===== src/rtl/icfg_pkg.sv =====
/*
  Package for the imager configuration block: register offsets, reset values, field positions
  and timing figures shared by the register bank and the pattern generator.
  Assumes a single 125 MHz clock and an AXI4-Lite master driving the register bank.
*/
package icfg_pkg;

  // ----------------------------------------------------------------
  // register indexes, byte address 4x
  // ----------------------------------------------------------------
  localparam logic [7:0] OFS_LOOP_INT = 8'h32;
  localparam logic [7:0] OFS_CONV_FLAGS = 8'h33;
  localparam logic [7:0] OFS_RSVD_A = 8'h34;
  localparam logic [7:0] OFS_RSVD_B = 8'h35;
  localparam logic [7:0] OFS_EDGE_POS = 8'h36;
  localparam logic [7:0] OFS_PULSE_WID = 8'h37;
  localparam logic [7:0] OFS_PAT_CTL = 8'h38;
  localparam logic [7:0] OFS_FIX_HI = 8'h39;
  localparam logic [7:0] OFS_FIX_LO = 8'h3A;
  localparam logic [7:0] OFS_PITCH = 8'h3B;
  localparam logic [7:0] OFS_STEP = 8'h3C;
  localparam logic [7:0] OFS_LINE_DLY = 8'h3D;
  localparam logic [7:0] OFS_SPARE = 8'h3E;
  localparam logic [7:0] OFS_PAGE = 8'h3F;
  localparam logic [7:0] OFS_LOOP_CTL = 8'h28;

  // ----------------------------------------------------------------
  // reset values
  // ----------------------------------------------------------------
  localparam logic [7:0] RST_ZERO = 8'h00;
  localparam logic [7:0] RST_RSVD_A = 8'h32;
  localparam logic [7:0] RST_RSVD_B = 8'h54;
  localparam logic [7:0] RST_EDGE_POS = 8'h1F;
  localparam logic [7:0] RST_PULSE_WID = 8'h60;
  localparam logic [7:0] PAGE_ZERO = 8'h00;
  localparam logic [7:0] PAGE_DELAY = 8'h80;

  // ----------------------------------------------------------------
  // field positions
  // ----------------------------------------------------------------
  localparam int INT_DIV_MSB = 2;
  localparam logic [2:0] INT_DIV_RSVD = 3'h7;
  localparam int EDGE_MSB = 4;
  localparam int WID_LSB = 5;
  localparam int PAT_SW_BIT = 7;
  localparam int PAT_KIND_LSB = 5;
  localparam int PAT_COLOR_LSB = 3;
  localparam int FIX_LO_LSB = 6;
  localparam int DLY_MSB = 3;
  localparam int LOOP_RUN_BIT = 0;
  localparam int LOOP_PIN_DIS_BIT = 4;
  localparam int NUM_CH = 6;
  localparam int CODE_W = 10;
  localparam logic [9:0] CODE_FULL = 10'h3FF;

  // ----------------------------------------------------------------
  // pattern kinds and color choices
  // ----------------------------------------------------------------
  typedef enum logic [1:0] {PK_FIXED, PK_MAIN, PK_SUB, PK_GRID} icfg_kind_t;
  localparam logic [1:0] COL_ALL = 2'h0;
  localparam logic [1:0] COL_RED = 2'h1;
  localparam logic [1:0] COL_GREEN = 2'h2;
  localparam logic [1:0] COL_BLUE = 2'h3;

  // ----------------------------------------------------------------
  // timing: 32 phase slots per pixel period
  // ----------------------------------------------------------------
  localparam int PHASES = 32;
  localparam int GRID_SHIFT = 4;
  localparam int MAX_DLY = 15;

endpackage : icfg_pkg


===== src/rtl/icfg_regs.sv =====
/*
  Page 0 upper register bank for the imager front end: loop integration divisor, convergence
  flags, sample timing, test pattern control and page select, reached over AXI4-Lite.
  Assumes the gain loop and converters are outside; the external run pin is asynchronous.
*/
// Added by the designer: the AXI4-Lite register port.
`timescale 1ns/1ps
module icfg_regs (
  input wire logic aclk,
  input wire logic aresetn,
  input wire logic [7:0] s_axi_awaddr,
  input wire logic s_axi_awvalid,
  output logic s_axi_awready,
  input wire logic [31:0] s_axi_wdata,
  input wire logic [3:0] s_axi_wstrb,
  input wire logic s_axi_wvalid,
  output logic s_axi_wready,
  output logic [1:0] s_axi_bresp,
  output logic s_axi_bvalid,
  input wire logic s_axi_bready,
  input wire logic [7:0] s_axi_araddr,
  input wire logic s_axi_arvalid,
  output logic s_axi_arready,
  output logic [31:0] s_axi_rdata,
  output logic [1:0] s_axi_rresp,
  output logic s_axi_rvalid,
  input wire logic s_axi_rready,
  input wire logic loop_run_pin,
  input wire logic loop_done,
  input wire logic [5:0] loop_conv_err,
  input wire logic phase_tick,
  input wire logic pix_start,
  input wire logic line_start,
  input wire logic pix_valid,
  input wire logic [9:0] adc_r,
  input wire logic [9:0] adc_g,
  input wire logic [9:0] adc_b,
  output logic loop_active,
  output logic [7:0] offset_int_divisor,
  output logic page_delay_sel,
  output logic sample_pulse,
  output logic [9:0] out_r,
  output logic [9:0] out_g,
  output logic [9:0] out_b
);

  // ----------------------------------------------------------------
  // register storage
  // ----------------------------------------------------------------
  logic [7:0] int_q;
  logic [7:0] flags_q;
  logic [7:0] rsvd_a_q;
  logic [7:0] rsvd_b_q;
  logic [7:0] edge_q;
  logic [7:0] wid_q;
  logic [7:0] pat_ctl_q;
  logic [7:0] fix_hi_q;
  logic [7:0] fix_lo_q;
  logic [7:0] pitch_q;
  logic [7:0] step_q;
  logic [7:0] dly_q;
  logic [7:0] spare_q;
  logic [7:0] page_q;
  logic [7:0] loop_ctl_q;
  logic active_q;
  logic pin_s1_q;
  logic pin_s2_q;

  // ----------------------------------------------------------------
  // bus handshake state
  // ----------------------------------------------------------------
  logic aw_held_q;
  logic w_held_q;
  logic [7:0] aw_addr_q;
  logic [7:0] w_data_q;
  logic w_strb_q;
  logic bvalid_q;
  logic [1:0] bresp_q;
  logic rvalid_q;
  logic [31:0] rdata_q;
  logic [1:0] rresp_q;

  logic do_write;
  logic do_read;
  logic [7:0] wa;
  logic [7:0] wd;
  logic we;
  logic w_hit;
  logic r_hit;
  logic [7:0] rd_val;
  logic run_start;
  logic pin_enabled;
  logic [9:0] pat_r;
  logic [9:0] pat_g;
  logic [9:0] pat_b;
  logic pat_on;

  function automatic logic icfg_mapped(input logic [7:0] a);
    icfg_mapped = (a[1:0] == 2'h0) && (a[7:2] >= icfg_pkg::OFS_LOOP_INT[5:0] ||
      a[7:2] == icfg_pkg::OFS_LOOP_CTL[5:0]);
  endfunction : icfg_mapped

  // ----------------------------------------------------------------
  // write channel: address and data taken in either order
  // ----------------------------------------------------------------
  assign s_axi_awready = !aw_held_q && !bvalid_q;
  assign s_axi_wready = !w_held_q && !bvalid_q;
  assign wa = aw_held_q ? aw_addr_q : s_axi_awaddr;
  assign wd = w_held_q ? w_data_q : s_axi_wdata[7:0];
  assign we = w_held_q ? w_strb_q : s_axi_wstrb[0];
  assign do_write = (aw_held_q || s_axi_awvalid) && (w_held_q || s_axi_wvalid) && !bvalid_q;
  assign w_hit = do_write && icfg_mapped(wa);

  // capture address and data until both present
  always_ff @(posedge aclk)
  begin
    if (!aresetn || do_write)
    begin
      aw_held_q <= 1'b0;
      w_held_q <= 1'b0;
      aw_addr_q <= 8'h00;
      w_data_q <= 8'h00;
      w_strb_q <= 1'b0;
    end
    else
    begin
      if (s_axi_awvalid && s_axi_awready)
      begin
        aw_held_q <= 1'b1;
        aw_addr_q <= s_axi_awaddr;
      end
      if (s_axi_wvalid && s_axi_wready)
      begin
        w_held_q <= 1'b1;
        w_data_q <= s_axi_wdata[7:0];
        w_strb_q <= s_axi_wstrb[0];
      end
    end
  end

  // write response, slave error on unmapped address
  always_ff @(posedge aclk)
  begin
    if (!aresetn)
    begin
      bvalid_q <= 1'b0;
      bresp_q <= 2'h0;
    end
    else if (do_write)
    begin
      bvalid_q <= 1'b1;
      bresp_q <= w_hit ? 2'h0 : 2'h2;
    end
    else if (s_axi_bready)
      bvalid_q <= 1'b0;
  end

  // ----------------------------------------------------------------
  // register writes
  // ----------------------------------------------------------------
  always_ff @(posedge aclk)
  begin
    if (!aresetn)
    begin
      int_q <= icfg_pkg::RST_ZERO;
      rsvd_a_q <= icfg_pkg::RST_RSVD_A;
      rsvd_b_q <= icfg_pkg::RST_RSVD_B;
      edge_q <= icfg_pkg::RST_EDGE_POS;
      wid_q <= icfg_pkg::RST_PULSE_WID;
      pat_ctl_q <= icfg_pkg::RST_ZERO;
      fix_hi_q <= icfg_pkg::RST_ZERO;
      fix_lo_q <= icfg_pkg::RST_ZERO;
      pitch_q <= icfg_pkg::RST_ZERO;
      step_q <= icfg_pkg::RST_ZERO;
      dly_q <= icfg_pkg::RST_ZERO;
      spare_q <= icfg_pkg::RST_ZERO;
      page_q <= icfg_pkg::PAGE_ZERO;
      loop_ctl_q <= icfg_pkg::RST_ZERO;
    end
    else
    begin
      if (w_hit && we)
      begin
        unique case ({2'h0, wa[7:2]})
          icfg_pkg::OFS_LOOP_INT: int_q <= wd;
          icfg_pkg::OFS_RSVD_A: rsvd_a_q <= wd;
          icfg_pkg::OFS_RSVD_B: rsvd_b_q <= wd;
          icfg_pkg::OFS_EDGE_POS: edge_q <= wd;
          icfg_pkg::OFS_PULSE_WID: wid_q <= wd;
          icfg_pkg::OFS_PAT_CTL: pat_ctl_q <= wd;
          icfg_pkg::OFS_FIX_HI: fix_hi_q <= wd;
          icfg_pkg::OFS_FIX_LO: fix_lo_q <= wd;
          icfg_pkg::OFS_PITCH: pitch_q <= wd;
          icfg_pkg::OFS_STEP: step_q <= wd;
          icfg_pkg::OFS_LINE_DLY: dly_q <= wd;
          icfg_pkg::OFS_SPARE: spare_q <= wd;
          icfg_pkg::OFS_PAGE: page_q <= wd;
          icfg_pkg::OFS_LOOP_CTL: loop_ctl_q <= wd;
          default: ; // status register ignores writes
        endcase
      end
      if (loop_done)
        loop_ctl_q[icfg_pkg::LOOP_RUN_BIT] <= 1'b0; // run bit back to ready
    end
  end

  // ----------------------------------------------------------------
  // gain loop run and convergence flags
  // ----------------------------------------------------------------
  assign pin_enabled = !loop_ctl_q[icfg_pkg::LOOP_PIN_DIS_BIT];
  assign run_start = (w_hit && we && wa[7:2] == icfg_pkg::OFS_LOOP_CTL[5:0]
    && wd[icfg_pkg::LOOP_RUN_BIT]) || (pin_enabled && pin_s2_q);

  // pin synchroniser, loop activity, flags held between runs
  always_ff @(posedge aclk)
  begin
    if (!aresetn)
    begin
      pin_s1_q <= 1'b0;
      pin_s2_q <= 1'b0;
      active_q <= 1'b0;
      flags_q <= icfg_pkg::RST_ZERO;
    end
    else
    begin
      pin_s1_q <= loop_run_pin;
      pin_s2_q <= pin_s1_q;
      if (run_start)
        active_q <= 1'b1;
      else if (loop_done)
        active_q <= 1'b0;
      if (loop_done && active_q)
        flags_q <= {2'h0, loop_conv_err};
    end
  end

  // divisor 2^(code+1); reserved code leaves the divisor at zero
  assign offset_int_divisor = (int_q[icfg_pkg::INT_DIV_MSB:0] == icfg_pkg::INT_DIV_RSVD) ? 8'h00
    : 8'(8'h02 << int_q[icfg_pkg::INT_DIV_MSB:0]);
  assign loop_active = active_q;
  assign page_delay_sel = (page_q == icfg_pkg::PAGE_DELAY);

  // ----------------------------------------------------------------
  // read channel
  // ----------------------------------------------------------------
  assign do_read = s_axi_arvalid && s_axi_arready;
  assign s_axi_arready = !rvalid_q;
  assign r_hit = icfg_mapped(s_axi_araddr);
  always_comb
  begin
    unique case ({2'h0, s_axi_araddr[7:2]})
      icfg_pkg::OFS_LOOP_INT: rd_val = int_q;
      icfg_pkg::OFS_CONV_FLAGS: rd_val = {2'h0, flags_q[5:0]};
      icfg_pkg::OFS_RSVD_A: rd_val = rsvd_a_q;
      icfg_pkg::OFS_RSVD_B: rd_val = rsvd_b_q;
      icfg_pkg::OFS_EDGE_POS: rd_val = edge_q;
      icfg_pkg::OFS_PULSE_WID: rd_val = wid_q;
      icfg_pkg::OFS_PAT_CTL: rd_val = pat_ctl_q;
      icfg_pkg::OFS_FIX_HI: rd_val = fix_hi_q;
      icfg_pkg::OFS_FIX_LO: rd_val = fix_lo_q;
      icfg_pkg::OFS_PITCH: rd_val = pitch_q;
      icfg_pkg::OFS_STEP: rd_val = step_q;
      icfg_pkg::OFS_LINE_DLY: rd_val = dly_q;
      icfg_pkg::OFS_SPARE: rd_val = spare_q;
      icfg_pkg::OFS_PAGE: rd_val = page_q;
      icfg_pkg::OFS_LOOP_CTL: rd_val = {loop_ctl_q[7:1], active_q};
      default: rd_val = 8'h00;
    endcase
  end

  // read data register, slave error on unmapped address
  always_ff @(posedge aclk)
  begin
    if (!aresetn)
    begin
      rvalid_q <= 1'b0;
      rdata_q <= 32'h0000_0000;
      rresp_q <= 2'h0;
    end
    else if (do_read)
    begin
      rvalid_q <= 1'b1;
      rdata_q <= {24'h00_0000, r_hit ? rd_val : 8'h00};
      rresp_q <= r_hit ? 2'h0 : 2'h2;
    end
    else if (s_axi_rready)
      rvalid_q <= 1'b0;
  end

  assign s_axi_bvalid = bvalid_q;
  assign s_axi_bresp = bresp_q;
  assign s_axi_rvalid = rvalid_q;
  assign s_axi_rdata = rdata_q;
  assign s_axi_rresp = rresp_q;

  // ----------------------------------------------------------------
  // sample timing and test pattern
  // ----------------------------------------------------------------
  icfg_sample_timer u_timer (
    .aclk(aclk),
    .aresetn(aresetn),
    .phase_tick(phase_tick),
    .pix_start(pix_start),
    .edge_pos(edge_q[icfg_pkg::EDGE_MSB:0]),
    .width_code(wid_q[7:icfg_pkg::WID_LSB]),
    .sample_pulse(sample_pulse)
  );

  icfg_pattern_gen u_pat (
    .aclk(aclk),
    .aresetn(aresetn),
    .line_start(line_start),
    .pix_valid(pix_valid),
    .kind(pat_ctl_q[icfg_pkg::PAT_KIND_LSB+1:icfg_pkg::PAT_KIND_LSB]),
    .color_sel(pat_ctl_q[icfg_pkg::PAT_COLOR_LSB+1:icfg_pkg::PAT_COLOR_LSB]),
    .fixed_level({fix_hi_q, fix_lo_q[7:icfg_pkg::FIX_LO_LSB]}),
    .pitch(pitch_q),
    .step(step_q),
    .line_delay(dly_q[icfg_pkg::DLY_MSB:0]),
    .pat_r(pat_r),
    .pat_g(pat_g),
    .pat_b(pat_b)
  );

  assign pat_on = pat_ctl_q[icfg_pkg::PAT_SW_BIT];

  // output data register: converter data or pattern
  always_ff @(posedge aclk)
  begin
    if (!aresetn)
    begin
      out_r <= 10'h000;
      out_g <= 10'h000;
      out_b <= 10'h000;
    end
    else
    begin
      out_r <= pat_on ? pat_r : adc_r;
      out_g <= pat_on ? pat_g : adc_g;
      out_b <= pat_on ? pat_b : adc_b;
    end
  end

endmodule : icfg_regs


===== src/rtl/icfg_sample_timer.sv =====
/*
  Sample pulse timer: splits each pixel period into 32 slots and places the sample pulse.
  Assumes phase_tick is a one-cycle enable at 32 times the pixel rate, pix_start marks slot 0.
*/
`timescale 1ns/1ps
module icfg_sample_timer (
  input wire logic aclk,
  input wire logic aresetn,
  input wire logic phase_tick,
  input wire logic pix_start,
  input wire logic [4:0] edge_pos,
  input wire logic [2:0] width_code,
  output logic sample_pulse
);

  logic [4:0] slot_q;
  logic [4:0] slot_d;
  logic pulse_q;
  logic pulse_d;
  logic [5:0] rise_slot;
  logic [5:0] wid_slots;
  logic [5:0] since_rise;

  // ----------------------------------------------------------------
  // slot counter and pulse window
  // ----------------------------------------------------------------
  // width (2k+2)/32, falling edge at slot n, rising edge width earlier
  assign wid_slots = {2'h0, width_code, 1'b0} + 6'h02;
  assign rise_slot = {1'b0, edge_pos} - wid_slots;
  assign since_rise = {1'b0, slot_q} - rise_slot;
  assign slot_d = pix_start ? 5'h00 : (phase_tick ? slot_q + 5'h01 : slot_q);
  assign pulse_d = (since_rise[4:0] < wid_slots[4:0]) || (wid_slots[5] && !since_rise[5]);

  // register slot and pulse
  always_ff @(posedge aclk)
  begin
    if (!aresetn)
    begin
      slot_q <= 5'h00;
      pulse_q <= 1'b0;
    end
    else
    begin
      slot_q <= slot_d;
      pulse_q <= pulse_d;
    end
  end

  assign sample_pulse = pulse_q;

endmodule : icfg_sample_timer


===== src/rtl/icfg_pattern_gen.sv =====
/*
  Test pattern generator: fixed code, main or sub scan gradation, or grid, with per-color
  selection and a red-green-blue line delay. Assumes line_start and pix_valid from pixel timing.
*/
`timescale 1ns/1ps
module icfg_pattern_gen (
  input wire logic aclk,
  input wire logic aresetn,
  input wire logic line_start,
  input wire logic pix_valid,
  input wire logic [1:0] kind,
  input wire logic [1:0] color_sel,
  input wire logic [9:0] fixed_level,
  input wire logic [7:0] pitch,
  input wire logic [7:0] step,
  input wire logic [3:0] line_delay,
  output logic [9:0] pat_r,
  output logic [9:0] pat_g,
  output logic [9:0] pat_b
);

  logic [9:0] main_q;
  logic [7:0] mcnt_q;
  logic [9:0] line_hist_q [0:31]; // sub scan code per line, newest at 0
  logic [7:0] lcnt_q;
  logic [9:0] pix_q;
  logic [9:0] line_no_q;
  logic [4:0] dly_g;
  logic [4:0] dly_b;
  logic [9:0] r_q;
  logic [9:0] g_q;
  logic [9:0] b_q;
  logic [9:0] code_r;
  logic [9:0] code_g;
  logic [9:0] code_b;
  logic [9:0] grid_r;
  logic [9:0] grid_g;
  logic [9:0] grid_b;
  logic mwrap;
  logic lwrap;
  logic [9:0] line_no_g;
  logic [9:0] line_no_b;

  // ----------------------------------------------------------------
  // helpers
  // ----------------------------------------------------------------
  function automatic logic [9:0] icfg_grid(input logic [9:0] px, input logic [9:0] ln);
    icfg_grid = (px[icfg_pkg::GRID_SHIFT-1:0] == 4'h0 || ln[icfg_pkg::GRID_SHIFT-1:0] == 4'h0)
      ? icfg_pkg::CODE_FULL : 10'h000;
  endfunction : icfg_grid

  function automatic logic [9:0] icfg_pick(input logic [1:0] k, input logic [9:0] fx,
    input logic [9:0] mn, input logic [9:0] sb, input logic [9:0] gd);
    unique case (k)
      icfg_pkg::PK_FIXED: icfg_pick = fx;
      icfg_pkg::PK_MAIN: icfg_pick = mn;
      icfg_pkg::PK_SUB: icfg_pick = sb;
      icfg_pkg::PK_GRID: icfg_pick = gd;
    endcase
  endfunction : icfg_pick

  // ----------------------------------------------------------------
  // pitch counters and delays
  // ----------------------------------------------------------------
  assign mwrap = (mcnt_q >= pitch);
  assign lwrap = (lcnt_q >= pitch);
  assign dly_g = {1'b0, line_delay};
  assign dly_b = {line_delay, 1'b0};
  assign line_no_g = line_no_q - {6'h00, line_delay};
  assign line_no_b = line_no_q - {5'h00, line_delay, 1'b0};
  assign grid_r = icfg_grid(pix_q, line_no_q);
  assign grid_g = icfg_grid(pix_q, line_no_g);
  assign grid_b = icfg_grid(pix_q, line_no_b);
  assign code_r = icfg_pick(kind, fixed_level, main_q, line_hist_q[0], grid_r);
  assign code_g = icfg_pick(kind, fixed_level, main_q, line_hist_q[dly_g], grid_g);
  assign code_b = icfg_pick(kind, fixed_level, main_q, line_hist_q[dly_b], grid_b);

  // main scan gradation and pixel position
  always_ff @(posedge aclk)
  begin
    if (!aresetn || line_start)
    begin
      main_q <= 10'h000;
      mcnt_q <= 8'h00;
      pix_q <= 10'h000;
    end
    else if (pix_valid)
    begin
      pix_q <= pix_q + 10'h001;
      mcnt_q <= mwrap ? 8'h00 : mcnt_q + 8'h01;
      if (mwrap)
        main_q <= main_q + {2'h0, step};
    end
  end

  // sub scan gradation with line history for the color delay
  always_ff @(posedge aclk)
  begin
    if (!aresetn)
    begin
      lcnt_q <= 8'h00;
      line_no_q <= 10'h000;
      for (int i = 0; i < 32; i++)
        line_hist_q[i] <= 10'h000;
    end
    else if (line_start)
    begin
      lcnt_q <= lwrap ? 8'h00 : lcnt_q + 8'h01;
      line_no_q <= line_no_q + 10'h001;
      line_hist_q[0] <= lwrap ? line_hist_q[0] + {2'h0, step} : line_hist_q[0];
      for (int i = 1; i < 32; i++)
        line_hist_q[i] <= line_hist_q[i-1];
    end
  end

  // color selection, unselected colors at full code
  always_ff @(posedge aclk)
  begin
    if (!aresetn)
    begin
      r_q <= 10'h000;
      g_q <= 10'h000;
      b_q <= 10'h000;
    end
    else
    begin
      r_q <= (color_sel == icfg_pkg::COL_ALL || color_sel == icfg_pkg::COL_RED)
        ? code_r : icfg_pkg::CODE_FULL;
      g_q <= (color_sel == icfg_pkg::COL_ALL || color_sel == icfg_pkg::COL_GREEN)
        ? code_g : icfg_pkg::CODE_FULL;
      b_q <= (color_sel == icfg_pkg::COL_ALL || color_sel == icfg_pkg::COL_BLUE)
        ? code_b : icfg_pkg::CODE_FULL;
    end
  end

  assign pat_r = r_q;
  assign pat_g = g_q;
  assign pat_b = b_q;

endmodule : icfg_pattern_gen


===== config.mk =====
export PLATFORM = sky130hd
export DESIGN_NAME = icfg_regs
export DESIGN_NICKNAME = d
export VERILOG_FILES = /design/src/rtl/icfg_pkg.sv /design/src/rtl/icfg_regs.sv /design/src/rtl/icfg_sample_timer.sv /design/src/rtl/icfg_pattern_gen.sv
export SDC_FILE = /design/constraint.sdc
export NUM_CORES = 1
export LEC_CHECK = 0
export BUFFER_PORTS_ARGS = -buffer_cell sky130_fd_sc_hd__buf_2
export CAP_MARGIN = 20
export CORE_MARGIN = 10
export CORE_UTILIZATION = 40
export CTS_CLUSTER_DIAMETER = 150
export DETAILED_ROUTE_END_ITERATION = 10
export SKIP_LAST_GASP = 1
export SYNTH_ARGS = -nofsm -noshare
export SYNTH_HDL_FRONTEND = slang
export SYNTH_HIERARCHICAL = 1
export SYNTH_SLANG_ARGS = --single-unit
export TNS_END_PERCENT = 10

===== constraint.sdc =====
create_clock -name aclk -period 12.7 [get_ports aclk]
set_clock_uncertainty 0.15 [all_clocks]
set_input_delay 0.635 -clock aclk [delete_from_list [all_inputs] [get_ports aclk]]
set_output_delay 0.635 -clock aclk [all_outputs]
set_load 0.02 [all_outputs]

==> summary.md, run 1 <==
| Metric | Value |
|---|---|
| Worst Path Required | 13020 ps |
| Yosys reg bits | 561 |
| DRC | 0 |
| Max IR drop VDD | 0.105 mV |
| Yosys top cell by area | edfxtp_1 |
| NumNets Final | 2407 |
| CTS Hold Bufs | 0 |
| Period Utilization, post-route | 28.6% |
| Startpoint type of the worst setup path | register |
| Multi-input gate area in the final layout | 0.0112 mm² |
| Setup_tns | 0 ps |
| Critical path endpoint | rsvd_a_q[1] |
| R2R Path End | rsvd_a_q[1] |
| P_int | 0.00313 W |
| First-pass GRT wire length | 103000 µm |
| DRT Pass-1 Iters | 6 |
| Seq/Total Area, Yosys | 54.0% |
| Final wirelength | 66300 µm |
| Max-cap viol count | 0 |
| Post-cts gate resize count | 0 |
| Tmin final | 3630 ps |
| Number of synthesized flops with an enable pin | 310 |
| Ports | 183 |
| Initial antenna violation count | 0 |
| CTS sink cnt | 561 |
| Postcts setup bufs | 0 |
| Detailed-route via count | 17700 |
| Relative slew margins | 25.2% |
| Worst path arrival time | 3960 ps |
| P per Cell Area | 137 mW/mm² |
| CTS buffer count | 60 |
| Routed len/inst | 21.0 µm |
| CP endpoint kind | register |
| Switching Share | 22.9% |
| Layout cells sized above 1 | 14.8% |
| Clk pwr share | 43.6% |
| Gr ovfl total | 0 |
| Status | finished clean |
| Vias per inst | 5.59 |
| ANT nets after route | 0 |
| CP max FO | 25 |
| Worst Setup SP | aw_held_q |
| Slew at the pin closest to its max-slew limit | 1120 ps |
| Switch Pwr | 0.000930 W |
| Yosys Warn Count | 6 |
| Distinct cells, synth | 75 |
| Max Clk Rate | 275 MHz |
| Comb pwr share | 6.0% |
| Setup violators final | 0 |
| Most common flop cell mapped by yosys | edfxtp_1 |
| Cells after Synth | 2203 |
| Placer Congestion | 0.888 |
| CTS Buffer Depth | 3 |
| Pwr Total | 0.00406 W |
| Reg power frac | 50.4% |
| Most numerous cell in the Yosys netlist | edfxtp_1 |
| P&R area growth vs syn | 11.5% |
| Global Route Usage Sum | 16.6% |
| Leak | 11.9 nW |
| Die height | 278 µm |
| # fillers | 5967 |
| CTS tree | done |
| CTS root buffer | clkbuf_16 |
| Vias in the first global route | 17400 |
| Rows | 94 |
| H-tree depth | 2 |
| Die width | 278 µm |
| DRT iter0 DRCs | 1718 |
| Leading post-synthesis cells by cell area | edfxtp_1 (35%), dfxtp_1 (19%), mux4_2 (5.7%), mux2i_1 (4.4%), mux4_1 (4.2%) |
| Clk Latency, worst-skew pair | 630 ps |
| Seq. cell area | 0.0143 mm² |
| RSZ-0062 raised after global routing | false |
| Worst-case reg-to-reg path depth | 5 |
| Starting Density | 40.4% |
| Mean Syn Cell Area | 12.0 µm² |
| Core area | 0.0657 mm² |
| Most instantiated cells after synthesis | edfxtp_1 (310), dfxtp_1 (251), and3_1 (176) |
| Synth Cell Area | 0.0265 mm² |
| Max-slew violation count | 0 |
| Hold Vio Cnt, Final | 0 |
| Post-synth ARST share | 0% |
| Reg-to-Reg Start | aw_held_q |
| FF-to-FF setup slack | 9070 ps |
| DIE AREA | 0.0771 mm² |
| CTS clk-pin slew, worst paths | 60 ps |
| Hpwl dp | 43400 µm |
| Post-synth top area share | 35.1% |
| # port buffers | 128 |
| Largest net degree at the start of global routing | 159 |
| WS Path Type | register to register |
| Hold Path Class | input port to register |
[cells in the final DEF (no fill, tap or decap), types with 15 or more instances in the layout]
cell type and count:
mux4_2 67, xor2_1 18, dfxtp_1 247, edfxtp_1 310, inv_1 47, nand3_1 82, nor2_1 116, mux2i_1 117
and3_1 176, nand4_1 21, buf_4 16, ha_1 53, and2_1 146, nand2_1 172, clkbuf_16 62, nand2b_1 15
clkbuf_1 15, o21ai_0 81, a211oi_1 17, nor2b_1 22, mux4_1 42, mux2_2 17, a21oi_1 52, conb_1 27
xnor2_1 20, buf_2 126
[logic make-up after synthesis]
| group | synth area share (%) |
|---|---|
| buffers and inverters | 4.32 |
| XOR/XNOR | 1.25 |
| flip-flops | 54.0 |
| other | 0.0141 |
| adder cells (fa/ha/maj) | 3.03 |
| AND/OR/NAND/NOR | 16.3 |
| AO/OA/AOI/OAI | 5.87 |
| multiplexers | 15.2 |
[registers in the layout, indices dropped and copies added, names as in the netlist, 10 cells and up]
signal and count:
u_pat/main_q 10, u_pat/pat_g 10, out_r 10, out_g 10, out_b 10, u_pat/line_hist_q 310, u_pat/pat_r 10, u_pat/pat_b 10
[per-stage QoR]
| step | util [%] | cells | hold WS [ps] | area (µm²) | worst slack [ps] |
|---|---|---|---|---|---|
| 2_1_floorplan | - | 2229 | 262 | 26600 | 2210 |
| 3_3_place_gp | 41.9 | 3046 | 280 | 27600 | 8640 |
| 3_5_place_dp | 41.9 | 3047 | 278 | 27600 | 8630 |
| 4_1_cts | 45.0 | 3160 | 12.3 | 29600 | 9120 |
| 5_1_grt | 45.0 | 3161 | 46.4 | 29600 | 8760 |
| 6_report | 45.0 | 3163 | 43.9 | 29600 | 9070 |
[cell type report]
type	count	area share (%)
inverters	49	0.647
diodes	2	0.0169
multi-input cells	1429	37.7
clock buffers	88	5.94
clock inverters	25	0.824
well taps	864	3.65
flip-flops and latches	561	48.5
repair buffers	145	2.75
[per-layer routing]
layer / GRT usage, % / share of wire, %
met1: 22.6 / 45
met2: 26.6 / 47
met3: 2.48 / 5.1
met4: 5.32 / 2.6
met5: 0 / 0
[power by group through the flow]
stage,Sequential (W),Combinational (W),Clock [W]
detailed placement,0.00209,0.000242,0
floorplan,0.00209,0.000172,0
global route,0.00206,0.000266,0.00189
finish,0.00205,0.000244,0.00177
CTS,0.00205,0.000244,0.00181
global placement,0.00208,0.000237,0
[worst min path at each step]
stage | from | endpoint | slack [ps] | cells past startpoint
global route | s_axi_rready | s_axi_rvalid | 50 | 2
finish | s_axi_rready | s_axi_rvalid | 40 | 2
floorplan | pin_s1_q | pin_s2_q | 260 | 1
global placement | pin_s1_q | pin_s2_q | 280 | 1
detailed placement | pin_s1_q | pin_s2_q | 280 | 1
CTS | s_axi_rready | s_axi_rvalid | 10 | 2
[worst max-delay path, stage by stage (launching register included)]
cell     delay, ps
dfxtp_1        770
or3b_2         530
a22oi_1        700
nand4_1        870
nor3_1         380
a31oi_1         70
Power figures use the tool's default switching activity.
==> run 2: changes to the inputs <==
==> constraint.sdc (replaced) <==
create_clock -name aclk -period 3.5 [get_ports aclk]
set_clock_uncertainty 0.15 [all_clocks]
set_input_delay 0.175 -clock aclk [delete_from_list [all_inputs] [get_ports aclk]]
set_output_delay 0.175 -clock aclk [all_outputs]
set_load 0.02 [all_outputs]
==> summary.md, run 2 (same netlist as run 1, synthesis figures left out) <==
| Metric | Value |
|---|---|
| Worst path cell trace | or3b_2, a22oi_1, buf_4, and2_1, nand3_1, mux2i_1 (was or3b_2, a22oi_1, nand4_1, nor3_1, a31oi_1) |
| CP endpoint kind | register (unchanged) |
| Largest net degree at the start of global routing | 250 (was 159) |
| CTS clk-pin slew, worst paths | 60 ps (about the same) |
| Setup_tns | 0 ps (unchanged) |
| Hold Vio Cnt, Final | 0 (unchanged) |
| Worst path arrival time | 3340 ps (was 3960 ps) |
| WHS Endpoint | s_axi_rdata[3] (was s_axi_rvalid) |
| Fin util | 47.4% (was 45.0%) |
| CTS buffer count | 61 (was 60) |
| Vias in the first global route | 18300 (was 17400) |
| First-pass GRT wire length | 107000 µm (was 103000 µm) |
| Period Utilization, post-route | 84.0% (was 28.6%) |
| Global Route Usage Sum | 17.2% (was 16.6%) |
| Starting Density | 40.4% (unchanged) |
| Cells after DPL | 3072 (was 3047) |
| Hold Path Class | input port to register (unchanged) |
| DRT Pass-1 Iters | 6 (unchanged) |
| Startpoint type of the worst setup path | register (unchanged) |
| Core area | 0.0657 mm² (unchanged) |
| Met3 WL | 3510 µm (was 3410 µm) |
| CTS sink cnt | 561 (unchanged) |
| Die height | 278 µm (unchanged) |
| # port buffers | 128 (unchanged) |
| CTS Buffer Depth | 3 (unchanged) |
| CTS root buffer | clkbuf_16 (unchanged) |
| Postcts setup bufs | 0 (unchanged) |
| Detailed-route via count | 18200 (was 17700) |
| DRT iter0 DRCs | 1588 (was 1718) |
| Crit-path slowest cell | dfxtp_1 (was nand4_1) |
| # fillers | 5756 (was 5967) |
| Routed len/inst | 20.7 µm (was 21.0 µm) |
| Leak | 12.7 nW (was 11.9 nW) |
| CP max FO | 25 (unchanged) |
| Inserted Diodes | 0 (was 2) |
| Gr ovfl total | 0 (unchanged) |
| Tmin final | 2940 ps (was 3630 ps) |
| Setup violators final | 0 (unchanged) |
| Rows | 94 (unchanged) |
| Max-cap viol count | 0 (unchanged) |
| ANT nets after route | 0 (unchanged) |
| Layout cells sized above 1 | 15.0% (was 14.8%) |
| Hpwl dp | 44400 µm (was 43400 µm) |
| Commonest non-fill, non-tap cell in the layout | edfxtp_1 (unchanged) |
| P per Cell Area | 481 mW/mm² (was 137 mW/mm²) |
| Reg-to-Reg Start | aw_held_q (unchanged) |
| Most frequent cells in the layout | edfxtp_1 (310), dfxtp_1 (247), and3_1 (176) (unchanged) |
| Placer Congestion | 0.868 (was 0.888) |
| Initial antenna violation count | 1 (was 0) |
| Non-Filler Instances | 3313 (was 3163) |
| Vias per inst | 5.49 (was 5.59) |
| Design area | 0.0312 mm² (was 0.0296 mm²) |
| Slew at the pin closest to its max-slew limit | 938 ps (was 1120 ps) |
| Relative slew margins | 37.4% (was 25.2%) |
| Worst Path Required | 3900 ps (was 13020 ps) |
| P&R area growth vs syn | 17.5% (was 11.5%) |
| Wire length on met2 | 32800 µm (was 31000 µm) |
| Ports | 183 (unchanged) |
| R2R Path End | dly_q[3] (was rsvd_a_q[1]) |
| Max-slew violation count | 0 (unchanged) |
| Worst-case reg-to-reg path depth | 6 (was 5) |
| Largest register by flop count | u_pat/line_hist_q (unchanged) |
| H-tree depth | 2 (unchanged) |
| Final wirelength | 68500 µm (was 66300 µm) |
| CTS tree | done (unchanged) |
| Crit path largest cell delay | 770 ps (was 870 ps) |
| DP Area | 0.0278 mm² (was 0.0276 mm²) |
| Clk Latency, worst-skew pair | 640 ps (was 630 ps) |
| WL met1 | 30900 µm (was 30100 µm) |
| Max IR drop VDD | 0.379 mV (was 0.105 mV) |
| Status | finished clean (unchanged) |
| HP Start | s_axi_araddr[6] (was s_axi_rready) |
| NumNets Final | 2559 (was 2407) |
| Max layer used | met4 (unchanged) |
| Max Clk Rate | 340 MHz (was 275 MHz) |
| Max reg flops | 310 (unchanged) |
| DRC | 0 (unchanged) |
| Die width | 278 µm (unchanged) |
| RSZ-0062 raised after global routing | false (unchanged) |
| DIE AREA | 0.0771 mm² (unchanged) |
| WS Path Type | register to register (unchanged) |
| FF-to-FF setup slack | 560 ps (was 9070 ps) |
| Worst Hold Depth | 5 (was 2) |
==> run 2: repair_timing <==
item,in CTS,in global routing
hold buffers,126,0
gates resized for setup,0,0
endpoints found under the hold margin,163,0
==> run 2: layout make-up <==
| class | count | area, µm² | area share, % |
|---|---|---|---|
| clock buffers | 76 | 1700 | 5.44 |
| clock inverters | 38 | 350 | 1.12 |
| inverters | 49 | 191 | 0.614 |
| multi-input cells | 1429 | 11200 | 35.8 |
| flip-flops and latches | 561 | 14300 | 46.0 |
| well taps | 864 | 1080 | 3.47 |
| repair buffers | 296 | 2350 | 7.54 |
==> run 2: per-layer routing <==
metal | GRT usage (%) | vias up
li1 | - | 8488
met1 | 23.2 | 9126
met2 | 28.6 | 482
met3 | 2.75 | 96
met4 | 4.12 | 0
met5 | 0 | -
==> run 2: critical path, delay by kind of cell, from the launching register on <==
kind	cells	cell delay, ps
AO/OA/AOI/OAI	1	200
AND/OR/NAND/NOR	3	1160
buffers and inverters	1	220
flip-flops	1	770
multiplexers	1	350
==> run 2: report_power, final <==
group          internal, W  total, W  leakage [nW]  switching (W)
sequential         0.00727   0.00743          5.46       0.000161
clock              0.00380   0.00653         0.999        0.00272
combinational     0.000442   0.00104          6.21       0.000597
total               0.0115    0.0150          12.7        0.00348
==> run 2: worst max-delay path by stage <==
stage / slack (ps) / end / from
6_report: 560 / dly_q[3] / aw_held_q
5_1_grt: 350 / u_pat/pat_b[9] / u_pat/line_no_q[1]
3_5_place_dp: 610 / u_pat/pat_b[9] / u_pat/line_no_q[1]
3_3_place_gp: 670 / dly_q[1] / aw_held_q
4_1_cts: 550 / dly_q[3] / aw_held_q
2_1_floorplan: 750 / u_pat/pat_g[9] / dly_q[1]
==> run 2: through the flow <==
step	power [W]	setup slack, ps	hold slack [ps]
after global routing	0.0155	350	122
after global placement	0.00844	673	211
after CTS	0.0151	547	10.4
final	0.0150	560	60.1
after floorplan	0.00815	747	125
after detailed placement	0.00847	610	212
